**src/uart_rx_consts.svh**
```systemverilog
// Offsets, field positions, reset values and timing counts of the receive path.
// What this block does; RQ21 to RQ23 say what software must do
// RQ1 - Cleared transmit enable takes effect only once transmit shifter and buffer are empty.
// RQ2 - After the transmitter shuts down, the serial output pin returns to port use.
// RQ3 - Setting receive enable hands the serial input pin to the receiver.
// RQ4 - Synchronous mode samples bits on the external synchronous clock pin.
// RQ5 - Frames start on a valid start bit; bits shift in up to first stop.
// RQ6 - Only the first stop bit is checked; any second one is ignored.
// RQ7 - After the first stop bit the frame moves into the receive buffer.
// RQ8 - Data bits above the character size read as zero.
// RQ9 - Ninth bit and error bits live per buffer entry; a data read advances.
// RQ10 - Receive complete reads one while the buffer holds unread data.
// RQ11 - Clearing receive enable flushes the buffer and clears receive complete.
// RQ12 - Receive interrupt is a level held while enabled and receive complete is set.
// RQ13 - Frame, overrun and parity error bits ignore software writes.
// RQ14 - No error bit raises an interrupt.
// RQ15 - Frame error shows the first stop bit of the head entry sampled as zero.
// RQ16 - Overrun when a start bit comes with buffer full and a frame waiting.
// RQ17 - Pending overrun clears once a frame moves into the buffer.
// RQ18 - With parity enabled, compute odd or even parity and compare with received bit.
// RQ19 - Parity error stored per frame, only when checking was on; else zero.
// RQ20 - Clearing receive enable stops reception at once and frees the input pin.
// RQ21 - Software reads status and ninth bit before the data register.
// RQ22 - Software writes zero to error bit positions of the status register.
// RQ23 - Software empties the buffer by reading data until receive complete is zero.
// RQ24 - Parity type one selects odd parity, zero selects even parity.
// RQ25 - A data read on an empty buffer changes nothing.
`ifndef UART_RX_CONSTS_SVH
`define UART_RX_CONSTS_SVH

`define OFS_STATUS_A 12'h000
`define OFS_CONTROL_B 12'h004
`define OFS_FRAME_FORMAT 12'h008
`define OFS_DATA_IO 12'h00c
`define OFS_BAUD_DIV 12'h010

`define BIT_RXC 7
`define BIT_FE 4
`define BIT_DOR 3
`define BIT_PE 2

`define BIT_RECEIVE_COMPLETE_IRQ_ENABLE 7
`define BIT_RECEIVE_ENABLE_BIT 4
`define BIT_TRANSMIT_ENABLE_BIT 3
`define BIT_RECEIVE_NINTH_BIT 1
`define BIT_TRANSMIT_NINTH_BIT 0

`define BIT_SYNC_MODE 6
`define BIT_PAR_EN 5
`define BIT_PAR_TYPE 4
`define BIT_STOP_SEL 3
`define POS_CHAR_SIZE 0

`define RST_CONTROL_B 8'h00
`define RST_FRAME_FORMAT 8'h06
`define RST_BAUD_DIV 16'h0363
`define CHAR_SIZE_9 3'h7
`define RX_DEPTH 2'h2

`endif

```
**src/uart_rx_pkg.sv**
```systemverilog
// Types shared by the receive path.
package uart_rx_pkg;

  typedef enum logic [2:0] {
    RX_IDLE,
    RX_START,
    RX_DATA,
    RX_PARITY,
    RX_STOP
  } rx_state_e;

  typedef struct packed {
    logic [8:0] data;
    logic fe;
    logic data_overrun_flag;
    logic pe;
  } rx_entry_s;

endpackage

```
**src/uart_receiver_path.sv**
```systemverilog
// Serial receive path with two-entry buffer, error flags, APB registers and transmitter gating.
//
// Design decisions made here: the register offsets and register access over APB.
`include "uart_rx_consts.svh"

module uart_receiver_path (
  input wire logic CLOCK,
  input wire logic RST_N,
  input wire logic PSEL,
  input wire logic PENABLE,
  input wire logic PWRITE,
  input wire logic [11:0] PADDR,
  input wire logic [31:0] PWDATA,
  output logic [31:0] PRDATA,
  output logic PREADY,
  output logic PSLVERR,
  input wire logic RXD_PIN,
  input wire logic XCK_PIN,
  input wire logic TX_SHIFT_BUSY,
  input wire logic TX_BUFFER_FULL,
  output logic RX_PIN_OVERRIDE,
  output logic TX_PIN_OVERRIDE,
  output logic TX_ENABLE,
  output logic TX_NINTH_BIT,
  output logic IRQ_RXC
);

  // Control and format registers.
  logic rx_enable_ff;
  logic tx_enable_ff;
  logic rxc_irq_en_ff;
  logic tx_ninth_ff;
  logic sync_mode_ff;
  logic par_en_ff;
  logic par_type_ff;
  logic stop_sel_ff;
  logic [2:0] char_size_ff;
  logic [15:0] baud_ff;
  logic tx_override_ff;

  // Pin synchronisers.
  logic rxd_meta_ff;
  logic rxd_sync_ff;
  logic rxd_prev_ff;
  logic xck_meta_ff;
  logic xck_sync_ff;
  logic xck_prev_ff;

  // Receiver state.
  uart_rx_pkg::rx_state_e state_ff;
  logic [15:0] baud_cnt_ff;
  logic [3:0] bit_idx_ff;
  logic [8:0] shift_ff;
  logic par_bit_ff;
  logic par_chk_ff;

  // Completed frame waiting to enter the buffer.
  logic hold_valid_ff;
  uart_rx_pkg::rx_entry_s hold_ff;
  logic dor_pend_ff;

  // Two-entry receive buffer.
  uart_rx_pkg::rx_entry_s fifo_ff [0:1];
  logic wr_ptr_ff;
  logic rd_ptr_ff;
  logic [1:0] count_ff;

  // APB response registers.
  logic [31:0] rdata_ff;
  logic slverr_ff;
  logic pop_ok_ff;

  logic apb_setup;
  logic apb_access;
  logic wr_access;
  logic data_read;
  logic pop;
  logic push;
  logic fifo_full;
  logic receive_complete_flag;
  uart_rx_pkg::rx_entry_s head;
  logic sample_tick;
  logic start_edge;
  logic start_valid;
  logic frame_done;
  logic [3:0] nbits;
  logic [8:0] data_mask;
  logic par_expect;
  logic [31:0] rd_mux;
  logic rd_hit;

  assign apb_setup = PSEL && !PENABLE;
  assign apb_access = PSEL && PENABLE;
  assign wr_access = apb_access && PWRITE;
  assign data_read = apb_access && !PWRITE && (PADDR == `OFS_DATA_IO);
  assign pop = data_read && pop_ok_ff && (count_ff != 2'h0); // RQ25
  assign push = hold_valid_ff && (count_ff != `RX_DEPTH) && rx_enable_ff;
  assign fifo_full = (count_ff == `RX_DEPTH);
  assign receive_complete_flag = (count_ff != 2'h0); // RQ10
  assign head = fifo_ff[rd_ptr_ff];

  // Control register writes.
  always_ff @(posedge CLOCK or negedge RST_N) begin
    if (!RST_N) begin
      rx_enable_ff <= 1'b0;
      tx_enable_ff <= 1'b0;
      rxc_irq_en_ff <= 1'b0;
      tx_ninth_ff <= 1'b0;
    end else if (wr_access && PADDR == `OFS_CONTROL_B) begin
      rx_enable_ff <= PWDATA[`BIT_RECEIVE_ENABLE_BIT];
      tx_enable_ff <= PWDATA[`BIT_TRANSMIT_ENABLE_BIT];
      rxc_irq_en_ff <= PWDATA[`BIT_RECEIVE_COMPLETE_IRQ_ENABLE];
      tx_ninth_ff <= PWDATA[`BIT_TRANSMIT_NINTH_BIT];
    end
  end

  // Frame format and baud divisor writes.
  always_ff @(posedge CLOCK or negedge RST_N) begin
    if (!RST_N) begin
      sync_mode_ff <= 1'((`RST_FRAME_FORMAT >> `BIT_SYNC_MODE) & 8'h01);
      par_en_ff <= 1'b0;
      par_type_ff <= 1'b0;
      stop_sel_ff <= 1'b0;
      char_size_ff <= 3'(`RST_FRAME_FORMAT & 8'h07);
      baud_ff <= `RST_BAUD_DIV;
    end else if (wr_access && PADDR == `OFS_FRAME_FORMAT) begin
      sync_mode_ff <= PWDATA[`BIT_SYNC_MODE];
      par_en_ff <= PWDATA[`BIT_PAR_EN];
      par_type_ff <= PWDATA[`BIT_PAR_TYPE];
      stop_sel_ff <= PWDATA[`BIT_STOP_SEL];
      char_size_ff <= PWDATA[`POS_CHAR_SIZE +: 3];
    end else if (wr_access && PADDR == `OFS_BAUD_DIV) begin
      baud_ff <= PWDATA[15:0];
    end
  end

  // The pin is taken as soon as the enable is set, but given back only once the
  // external transmitter reports both its shifter and its buffer empty.
  always_ff @(posedge CLOCK or negedge RST_N) begin
    if (!RST_N) begin
      tx_override_ff <= 1'b0;
    end else if (tx_enable_ff) begin
      tx_override_ff <= 1'b1;
    end else if (!TX_SHIFT_BUSY && !TX_BUFFER_FULL) begin
      tx_override_ff <= 1'b0; // RQ1 RQ2
    end
  end

  assign TX_PIN_OVERRIDE = tx_override_ff; // RQ2
  assign TX_ENABLE = tx_override_ff; // RQ1
  assign TX_NINTH_BIT = tx_ninth_ff;
  assign RX_PIN_OVERRIDE = rx_enable_ff; // RQ3 RQ20

  // Two-stage synchronisers; only the second stage and its one-cycle delayed copy feed any logic.
  always_ff @(posedge CLOCK or negedge RST_N) begin
    if (!RST_N) begin
      rxd_meta_ff <= 1'b1;
      rxd_sync_ff <= 1'b1;
      rxd_prev_ff <= 1'b1;
      xck_meta_ff <= 1'b0;
      xck_sync_ff <= 1'b0;
      xck_prev_ff <= 1'b0;
    end else begin
      rxd_meta_ff <= RXD_PIN;
      rxd_sync_ff <= rxd_meta_ff;
      rxd_prev_ff <= rxd_sync_ff;
      xck_meta_ff <= XCK_PIN;
      xck_sync_ff <= xck_meta_ff;
      xck_prev_ff <= xck_sync_ff;
    end
  end

  // In synchronous mode each rising edge of the external clock is a bit slot.
  assign sample_tick = sync_mode_ff ? (xck_sync_ff && !xck_prev_ff) // RQ4
                                    : (baud_cnt_ff == 16'h0000);
  assign start_edge = !sync_mode_ff && rxd_prev_ff && !rxd_sync_ff;
  assign start_valid = rx_enable_ff && sample_tick && !rxd_sync_ff &&
                       ((state_ff == uart_rx_pkg::RX_START) ||
                        (state_ff == uart_rx_pkg::RX_IDLE && sync_mode_ff)); // RQ5
  assign frame_done = rx_enable_ff && sample_tick && (state_ff == uart_rx_pkg::RX_STOP);

  assign nbits = (char_size_ff == `CHAR_SIZE_9) ? 4'h9 : (4'h5 + {1'b0, char_size_ff[1:0]});
  assign data_mask = 9'h1ff >> (4'h9 - nbits);
  assign par_expect = (^(shift_ff & data_mask)) ^ par_type_ff; // RQ18 RQ24

  // Bit-period counter: half a period to the start-bit centre, then whole periods.
  always_ff @(posedge CLOCK or negedge RST_N) begin
    if (!RST_N) begin
      baud_cnt_ff <= 16'h0000;
    end else if (!rx_enable_ff || state_ff == uart_rx_pkg::RX_IDLE) begin
      baud_cnt_ff <= baud_ff >> 1;
    end else if (baud_cnt_ff == 16'h0000) begin
      baud_cnt_ff <= baud_ff;
    end else begin
      baud_cnt_ff <= baud_cnt_ff - 16'h0001;
    end
  end

  // Frame sequencer. Returning to idle after the first stop bit means a second
  // stop bit is simply idle line and never looked at.
  always_ff @(posedge CLOCK or negedge RST_N) begin
    if (!RST_N) begin
      state_ff <= uart_rx_pkg::RX_IDLE;
      bit_idx_ff <= 4'h0;
      shift_ff <= 9'h000;
      par_bit_ff <= 1'b0;
      par_chk_ff <= 1'b0;
    end else if (!rx_enable_ff) begin
      state_ff <= uart_rx_pkg::RX_IDLE; // RQ20
      bit_idx_ff <= 4'h0;
    end else begin
      unique case (state_ff)
        uart_rx_pkg::RX_IDLE: begin
          bit_idx_ff <= 4'h0;
          shift_ff <= 9'h000; // RQ8
          par_chk_ff <= par_en_ff; // RQ19
          if (start_valid) begin
            state_ff <= uart_rx_pkg::RX_DATA;
          end else if (start_edge) begin
            state_ff <= uart_rx_pkg::RX_START;
          end
        end
        uart_rx_pkg::RX_START: begin
          if (sample_tick) begin
            state_ff <= rxd_sync_ff ? uart_rx_pkg::RX_IDLE : uart_rx_pkg::RX_DATA; // RQ5
          end
        end
        uart_rx_pkg::RX_DATA: begin
          if (sample_tick) begin
            shift_ff[bit_idx_ff] <= rxd_sync_ff; // RQ5
            bit_idx_ff <= bit_idx_ff + 4'h1;
            if (bit_idx_ff == nbits - 4'h1) begin
              state_ff <= par_chk_ff ? uart_rx_pkg::RX_PARITY : uart_rx_pkg::RX_STOP;
            end
          end
        end
        uart_rx_pkg::RX_PARITY: begin
          if (sample_tick) begin
            par_bit_ff <= rxd_sync_ff;
            state_ff <= uart_rx_pkg::RX_STOP;
          end
        end
        uart_rx_pkg::RX_STOP: begin
          if (sample_tick) begin
            state_ff <= uart_rx_pkg::RX_IDLE; // RQ6
          end
        end
      endcase
    end
  end

  // Completed frame holding stage; it plays the role of the character still
  // waiting in the shift register once the buffer is full.
  always_ff @(posedge CLOCK or negedge RST_N) begin
    if (!RST_N) begin
      hold_valid_ff <= 1'b0;
      hold_ff <= '0;
    end else if (!rx_enable_ff) begin
      hold_valid_ff <= 1'b0; // RQ11
    end else if (frame_done) begin
      hold_valid_ff <= 1'b1; // RQ7
      hold_ff.data <= shift_ff & data_mask; // RQ8
      hold_ff.fe <= !rxd_sync_ff; // RQ15
      hold_ff.pe <= par_chk_ff && (par_bit_ff != par_expect); // RQ19
      hold_ff.data_overrun_flag <= 1'b0;
    end else if (start_valid && fifo_full && hold_valid_ff) begin
      hold_valid_ff <= 1'b0; // RQ16
    end else if (push) begin
      hold_valid_ff <= 1'b0;
    end
  end

  // Overrun is remembered until the next frame reaches the buffer, and is then
  // stored with that frame. A fresh overrun in the same cycle as a push wins.
  always_ff @(posedge CLOCK or negedge RST_N) begin
    if (!RST_N) begin
      dor_pend_ff <= 1'b0;
    end else if (!rx_enable_ff) begin
      dor_pend_ff <= 1'b0;
    end else if (start_valid && fifo_full && hold_valid_ff) begin
      dor_pend_ff <= 1'b1; // RQ16
    end else if (push) begin
      dor_pend_ff <= 1'b0; // RQ17
    end
  end

  // Buffer storage, one entry per generate slot.
  for (genvar i = 0; i < 2; i++) begin : g_entry
    always_ff @(posedge CLOCK or negedge RST_N) begin
      if (!RST_N) begin
        fifo_ff[i] <= '0;
      end else if (push && wr_ptr_ff == 1'(i)) begin
        fifo_ff[i].data <= hold_ff.data; // RQ9
        fifo_ff[i].fe <= hold_ff.fe; // RQ9
        fifo_ff[i].pe <= hold_ff.pe; // RQ9
        fifo_ff[i].data_overrun_flag <= dor_pend_ff; // RQ9
      end
    end
  end

  // Buffer pointers; disabling the receiver empties the buffer at once.
  always_ff @(posedge CLOCK or negedge RST_N) begin
    if (!RST_N) begin
      wr_ptr_ff <= 1'b0;
      rd_ptr_ff <= 1'b0;
      count_ff <= 2'h0;
    end else if (!rx_enable_ff) begin
      wr_ptr_ff <= 1'b0; // RQ11
      rd_ptr_ff <= 1'b0;
      count_ff <= 2'h0;
    end else begin
      if (push) begin
        wr_ptr_ff <= !wr_ptr_ff;
      end
      if (pop) begin
        rd_ptr_ff <= !rd_ptr_ff; // RQ9
      end
      if (push && !pop) begin
        count_ff <= count_ff + 2'h1;
      end else if (pop && !push) begin
        count_ff <= count_ff - 2'h1;
      end
    end
  end

  // Level request, never fed by any error bit.
  always_ff @(posedge CLOCK or negedge RST_N) begin
    if (!RST_N) begin
      IRQ_RXC <= 1'b0;
    end else begin
      IRQ_RXC <= rxc_irq_en_ff && receive_complete_flag && rx_enable_ff; // RQ12 RQ14
    end
  end

  // Read multiplexer; error bits are shown only while an entry is present.
  always_comb begin
    rd_mux = 32'h0000_0000;
    rd_hit = 1'b1;
    unique case (PADDR)
      `OFS_STATUS_A: begin
        rd_mux[`BIT_RXC] = receive_complete_flag;
        rd_mux[`BIT_FE] = receive_complete_flag && head.fe; // RQ15
        rd_mux[`BIT_DOR] = receive_complete_flag && head.data_overrun_flag;
        rd_mux[`BIT_PE] = receive_complete_flag && head.pe;
      end
      `OFS_CONTROL_B: begin
        rd_mux[`BIT_RECEIVE_COMPLETE_IRQ_ENABLE] = rxc_irq_en_ff;
        rd_mux[`BIT_RECEIVE_ENABLE_BIT] = rx_enable_ff;
        rd_mux[`BIT_TRANSMIT_ENABLE_BIT] = tx_enable_ff;
        rd_mux[`BIT_RECEIVE_NINTH_BIT] = receive_complete_flag && head.data[8]; // RQ9
        rd_mux[`BIT_TRANSMIT_NINTH_BIT] = tx_ninth_ff;
      end
      `OFS_FRAME_FORMAT: begin
        rd_mux[`BIT_SYNC_MODE] = sync_mode_ff;
        rd_mux[`BIT_PAR_EN] = par_en_ff;
        rd_mux[`BIT_PAR_TYPE] = par_type_ff;
        rd_mux[`BIT_STOP_SEL] = stop_sel_ff;
        rd_mux[`POS_CHAR_SIZE +: 3] = char_size_ff;
      end
      `OFS_DATA_IO: begin
        rd_mux[8:0] = receive_complete_flag ? {1'b0, head.data[7:0]} : 9'h000; // RQ8
      end
      `OFS_BAUD_DIV: begin
        rd_mux[15:0] = baud_ff;
      end
      default: begin
        rd_hit = 1'b0;
      end
    endcase
  end

  // Read data is captured in the setup phase so the access phase can answer at
  // once from a flop. The pop only happens if the data shown was a real entry,
  // so a frame arriving between setup and access is never silently dropped.
  always_ff @(posedge CLOCK or negedge RST_N) begin
    if (!RST_N) begin
      rdata_ff <= 32'h0000_0000;
      slverr_ff <= 1'b0;
      pop_ok_ff <= 1'b0;
    end else if (apb_setup) begin
      rdata_ff <= PWRITE ? 32'h0000_0000 : rd_mux;
      slverr_ff <= !rd_hit;
      pop_ok_ff <= receive_complete_flag; // RQ25
    end
  end

  // Writes to the status word change nothing, so the error bits stay put.
  assign PRDATA = rdata_ff; // RQ13
  assign PREADY = 1'b1;
  assign PSLVERR = apb_access && slverr_ff;

endmodule

```
**config.mk**
```make
export PLATFORM = sky130hd
export DESIGN_NAME = uart_receiver_path
export DESIGN_NICKNAME = d
export VERILOG_FILES = /design/src/uart_rx_pkg.sv /design/src/uart_receiver_path.sv
export VERILOG_INCLUDE_DIRS = /design/src
export SDC_FILE = /design/constraint.sdc
export NUM_CORES = 1
export LEC_CHECK = 0
export ABC_AREA = 1
export BUFFER_PORTS_ARGS = -buffer_cell sky130_fd_sc_hd__buf_2
export CORE_ASPECT_RATIO = 1.25
export CORE_MARGIN = 2
export CORE_UTILIZATION = 58
export DETAILED_ROUTE_END_ITERATION = 12
export GPL_ROUTABILITY_DRIVEN = 0
export PLACE_DENSITY = 0.85
export SETUP_SLACK_MARGIN = 0.4
export SYNTH_ARGS = -nofsm -noshare
export SYNTH_HDL_FRONTEND = slang
export SYNTH_SLANG_ARGS = --single-unit
export TNS_END_PERCENT = 20
```
**constraint.sdc**
```tcl
create_clock -name CLOCK -period 2.69 [get_ports CLOCK]
set_input_delay 0 -clock CLOCK [delete_from_list [all_inputs] [get_ports CLOCK]]
set_output_delay 0 -clock CLOCK [all_outputs]
set_load 0.005 [all_outputs]
```
# Word level (Yosys, flattened, before mapping)
# Index checks and enable logic that the tools add are counted.
[totals]
ff_bits = 144
inputBits = 53
out_inout_bits = 39
word_cells = 202
[op_classes]
n_addsub = 7
magnitude_cmp = 3
n_eq_ne = 26
n_shift = 1
muxes = 51
bitwise = 5
n_reduce_logical = 66
[ops]
columns = ["cell", "n"]
rows = [
  ["2-to-1 mux 16 bit", 3],
  ["logical AND 1 bit", 36],
  ["2-to-1 mux 12 bit", 3],
  ["2-to-1 mux 3 bit", 9],
  ["equality test 12 x 4 -> 1 bit, second input constant", 2],
  ["one-hot mux 9 bit (2 select lines)", 1],
  ["zero test 16 bit", 1],
  ["subtractor 16 x 1 -> 16 bit, second input constant", 1],
  ["2-to-1 mux 1 bit", 15],
  ["inequality test 3 bit, second input constant", 5],
  ["one-hot mux 3 bit (5 select lines)", 1],
  ["zero test 1 bit", 13],
  ["equality test 12 x 3 -> 1 bit, second input constant", 1],
  ["equality test 12 x 5 -> 1 bit, second input constant", 1],
  ["zero test 12 bit", 1],
  ["2-to-1 mux 4 bit", 3],
  ["one-hot mux 2 bit (5 select lines)", 1],
  ["bitwise AND 9 bit", 1],
  ["bitwise mux 9 bit", 1],
  ["2-to-1 mux 9 bit", 1],
  ["inequality test 3 x 1 -> 1 bit, second input constant", 3],
  ["XOR reduction 9 bit", 1],
  [">> shifter 9 x 4 -> 9 bit, first input constant", 1],
  ["2-to-1 mux 2 bit", 4],
  ["37 further kinds", 50],
]

# Longest topological paths before layout
[depth]
depth_word = 11
ltp_mapped = 17
ltp_nobuf = 17

# Worst setup path before layout
# No wires, ideal clock.
[synth_path]
path_type = "register to register"
startpoint = "register char_size_ff[1]"
endpoint = "register state_ff[0]"
setup_time_ns = 0.122
t_arrival_ns = 1.872
required_time_ns = 2.568
path_slack_ns = 0.695
stages_incl_launch_ff = 13
path_buffers = 0
synth_period_minus_slack_ns = 1.995
cell_sequence = "dfstp_2 inv_1 ha_1 inv_1 ha_1 inv_1 nor2_1 o21ai_0 nand3_1 o21ai_0 nand3_2 nand2_1 o21ai_1"
[synth_between]
elab_chain_cells = 6
word_cells_on_any_way = 7
cone_classes = "add/sub (2); eq/ne (3); mux (1); reduce/logical (1)"
[synth_rtl]
columns = ["item", "line", "text"]
rows = [
  ["start, declared", "uart_receiver_path.sv:37", "logic [2:0] char_size_ff;"],
  ["start signal, assigned", "uart_receiver_path.sv:124", "char_size_ff <= 3'(`RST_FRAME_FORMAT & 8'h07);"],
  ["start signal, assigned", "uart_receiver_path.sv:131", "char_size_ff <= PWDATA[`POS_CHAR_SIZE +: 3];"],
  ["adder 3 x 2 -> 4 bit or equality test 3 bit (tied branches)", "--", ""],
  ["2-to-1 mux 4 bit *", "uart_receiver_path.sv:182", "assign nbits = (char_size_ff == `CHAR_SIZE_9) ? 4'h9 : (4'h5 + {1'b0, char_size_ff[1:0]});"],
  ["subtractor 4 x 1 -> 4 bit *", "uart_receiver_path.sv:232", "if (bit_idx_ff == nbits - 4'h1) begin"],
  ["equality test 4 bit *", "uart_receiver_path.sv:232", ""],
  ["inequality test 3 bit (no source line) *", "--", ""],
  ["AND reduction 6 bit (no source line) *", "--", ""],
  ["end signal, assigned", "uart_receiver_path.sv:233", "state_ff <= par_chk_ff ? uart_rx_pkg::RX_PARITY : uart_rx_pkg::RX_STOP;"],
  ["end signal, assigned", "uart_receiver_path.sv:240", "state_ff <= uart_rx_pkg::RX_STOP;"],
  ["end signal, assigned", "uart_receiver_path.sv:245", "state_ff <= uart_rx_pkg::RX_IDLE;"],
  ["end, declared", "uart_receiver_path.sv:50", "uart_rx_pkg::rx_state_e state_ff;"],
]
# Every way passes the cells marked *; elsewhere a longest branch is shown, timed or not.
# A chain may end at the register's enable or synchronous reset.

# Worst setup path after layout
[layout_path]
startpoint = "register char_size_ff[1]"
endpoint = "register hold_ff[0] in the netlist's numbering"
[layout_between]
elab_chain_cells = 9
word_cells_on_any_way = 10
cone_classes = "add/sub (2); eq/ne (2); shift (1); mux (1); bitwise (2); reduce/logical (2)"
[layout_rtl]
columns = ["item", "line", "text"]
rows = [
  ["adder 3 x 2 -> 4 bit or equality test 3 bit (tied branches)", "--", ""],
  ["2-to-1 mux 4 bit *", "uart_receiver_path.sv:182", ""],
  ["subtractor 4 bit *", "uart_receiver_path.sv:183", "assign data_mask = 9'h1ff >> (4'h9 - nbits);"],
  [">> shifter 9 x 4 -> 9 bit *", "uart_receiver_path.sv:183", ""],
  ["bitwise AND 9 bit *", "uart_receiver_path.sv:184", "assign par_expect = (^(shift_ff & data_mask)) ^ par_type_ff;"],
  ["XOR reduction 9 bit *", "uart_receiver_path.sv:184", ""],
  ["bitwise XOR 1 bit *", "uart_receiver_path.sv:184", ""],
  ["inequality test 1 bit *", "uart_receiver_path.sv:264", "hold_ff.pe <= par_chk_ff && (par_bit_ff != par_expect);"],
  ["logical AND 1 bit *", "uart_receiver_path.sv:264", ""],
  ["end, declared", "uart_receiver_path.sv:59", "uart_rx_pkg::rx_entry_s hold_ff;"],
]
# Marks and branches as above.

==> flow_summary.toml <==
[status]
status = "completed"

[grt]
track_usage_pct = 28.3
grt_max_degree = 60
antenna_found_initial = 0
grt_pass1_vias = 6062
use_met1_pct = 32.7
grt_util_met2_pct = 49.0
met3_usage_pct = 5.37
gr-total-overflow = 0
grt_busiest_layer = "met2"
grt_pass1_wl_um = 28100

[worst_setup_path]
slowest_stage = "dfstp_2"
criticalPathCategory = "flip-flop to flip-flop"
crit_arrival_ps = 2520
cp_slowest_stage_delay_ps = 560
crit_chain = "ha_2 > nand2_1 > nand2_1 > ha_2 > nand2_1 > nor2_2 > nand2_2 > nand2_1 > nand2_1 > inv_1 > nand2_1 > nand2_1 > nand2_1 > nand2_1 > nand2_1 > nand4_1 > nand2_1"
required_ps = 2990
worst-path-buf-inv = 1
cpLargestDelayFamily = "simple AND/OR/NAND/NOR gates"
critical_path.endpoint_type = "flip-flop"
worst-path-max-fanout = 4
cpMostUsedCell = "nand2_1"
start_kind = "flip-flop"

[synthesis]
synthTopCellsByCount = "nand2_1, dfrtp_1, inv_1, o21ai_0, nor2_1"
ys.flop_type = "dfrtp_1"
yosysUniqueCellTypes = 45
post-synth-top-count-cell = "nand2_1"
ys_seq_elements = 128
synth-edff-count = 0
syn_area_um2 = 6790
synth_top_cell_by_area = "dfrtp_1"
ys_async_sr_fraction_pct = 100
synth_top_area_share_pct = 43.1
synthTopCellsByArea = "dfrtp_1, nand2_1, o21ai_0, inv_1, dfstp_2"
synth-seq-area-share_pct = 47.4
synth_cells = 840
avgSynthCellArea_um2 = 8.08
yosysWarningCount = 0

[clock_tree]
cts.path.max_buffers = 2
clock-sinks = 128
path_clk_slew_ps = 60
cts_root_buf = "clkbuf_16"
cts_made_buffers = 17
htree_num_levels = 4
cts_tree = "done"
insertion_delay_ps = 420

[routing]
wl_per_cell_um = 15.8
drcViolationCount = 0
routed-via-count = 6011
drt-initial-drc-count = 469
vias_per_cell = 5.58
wl_um = 17000
drt_pass1_iterations = 5
ant_nets = 0

[power]
pwr-share-clk_pct = 54.0
p_per_area_nw_per_um2 = 566
power.internal_uw = 3590
share_seq_of_total_power_pct = 42.9
switching_share_pct = 20.8
leakage_uw = 0.00373
pwr-share-comb_pct = 3.2
switchingPower_uw = 945
max-vdd-ir-drop_uv = 391

[sta]
finalCriticalPeriod_ps = 2210
worstMarginPinSlew_ps = 751
setup_viol_count_final = 0
finalSetupTns_ps = 0
post-route-period-util_pct = 82.2
hold_viol_final = 0
rsz0062_at_grt = "true"
timing.fmax_ghz = 0.452
maxSlewHeadroom_pct = 49.9
fin_worst_skew_ps = 6.85
hold_ws_ps = 25.2
maxSlewViolCount = 0

[die]
rows = 44
core_um2 = 11500
die_area_um2 = 12600
die_width_um = 101
dieHeight_um = 125
floorplan.initialDensity_pct = 59.0
ioPinCount = 92

[placed_design]
hpwl_um = 11000
port_buffers = 58
place_inst = 1018

[layout]
multi_input_area_um2 = 3020
finalNetCount = 991
drive_gt1_share_pct = 16.6
fin_util_pct = 69.6
nFillCells = 813
insertedDiodeCount = 0
area_delta_synth_final_pct = 18.0
seq_area_um2 = 3220
final_cell_count_no_fill = 1077

[job]
cap_viol_max_count = 0

[hold_path]
min-delay-path-class = "primary input to flip-flop"
-- power by group through the flow --
stage	logic, uW	registers (uW)	clock network, uW
2_1_floorplan	55.6	1970	0
6_report	144	1940	2450
3_3_place_gp	115	1980	0
4_1_cts	143	1940	2440
5_1_grt	162	1940	2520
3_5_place_dp	116	1980	0
-- cell families (layout without fill, tap and decap cells) --
group | after synthesis | in the layout | synth area share, %
xor gates and xnor gates | 19 | 19 | 2.45
buffers and inverters | 136 | 220 | 9.34
muxes | 7 | 7 | 1.03
adders and majority gates | 12 | 12 | 2.21
DFF | 128 | 128 | 47.4
and+or+nand+nor | 385 | 385 | 25.1
other | 2 | 17 | 0.111
AOI/OAI and AO/OA | 151 | 151 | 12.4
-- registers in the layout (all words and copies together) (netlist names), 2 cells and up --
name / count
fifo_ff: 24
baud_cnt_ff: 16
shift_ff: 9
count_ff: 2
char_size_ff: 3
hold_ff: 11
state_ff: 3
baud_ff: 16
bit_idx_ff: 4
PRDATA: 16
-- per-layer routing --
metal | wire length, um | vias up
li1 | - | 2859
met1 | 6610 | 2868
met2 | 8640 | 221
met3 | 889 | 63
met4 | 839 | 0
met5 | 0 | -
-- cells in the final DEF (no fill, tap or decap), drive strengths merged --
master,netlist,routed
xnor2,11,11
o211ai,10,10
nor3b,1,1
nand3,36,36
buf,30,68
a31oi,1,1
mux2i,7,7
clkbuf,10,22
dfrtp,117,117
nand4,17,17
conb,2,17
a22oi,3,3
or3,1,1
nand2,237,237
nor2,74,74
a21oi,15,15
bufinv,0,4
xor2,8,8
nor4,1,1
o31ai,1,1
nor3,12,12
clkinv,0,4
inv,96,96
nand3b,2,2
ha,12,12
o22ai,13,13
o21ai,107,107
or2,4,4
o21bai,1,1
clkinvlp,0,2
dfstp,11,11
dlygate4sd3,0,24
-- tightest hold or removal path: stages --
cell      delay [ps]
buf_2            120
nor2_4            70
nand3_1          110
o211ai_1          90
-- cell type report --
type                            instances  area share [%]
Clock buffer                           22            5.79
Clock inverter                         10            1.98
Inverter                               96            4.50
Tap cell                              138            2.15
Sequential cell                       128            40.2
Multi-Input combinational cell        591            37.7
Timing Repair Buffer                   92            7.74
-- per-stage QoR --
| step | total power (uW) | area [um^2] | setup slack (ps) |
|---|---|---|---|
| 2_1_floorplan | 2030 | 6850 | 695 |
| 3_3_place_gp | 2090 | 7100 | 475 |
| 3_5_place_dp | 2090 | 7100 | 434 |
| 4_1_cts | 4520 | 7970 | 407 |
| 5_1_grt | 4630 | 8010 | 306 |
| 6_report | 4530 | 8010 | 479 |
-- final timing paths --
path | startpoint | end | slack (ps) | cells after the start
min in group asynchronous | RST_N | baud_cnt_ff[8] | 200 | 2
max reg2reg | char_size_ff[1] | hold_ff[0] | 480 | 17
min reg2reg | xck_meta_ff | xck_sync_ff | 350 | 0
min | PADDR[4] | PRDATA[7] | 30 | 4
max in group asynchronous | RST_N | fifo_ff[20] | 1710 | 3
max | char_size_ff[1] | hold_ff[0] | 480 | 17
-- timing repair --
item                                    CTS  global route
hold buffers                             24             0
hold endpoints to repair                 81             0
endpoints found under the setup margin    0             9
buffers inserted                          0             3
gates resized for setup                   0            10
(Power assumes the default switching activity.)
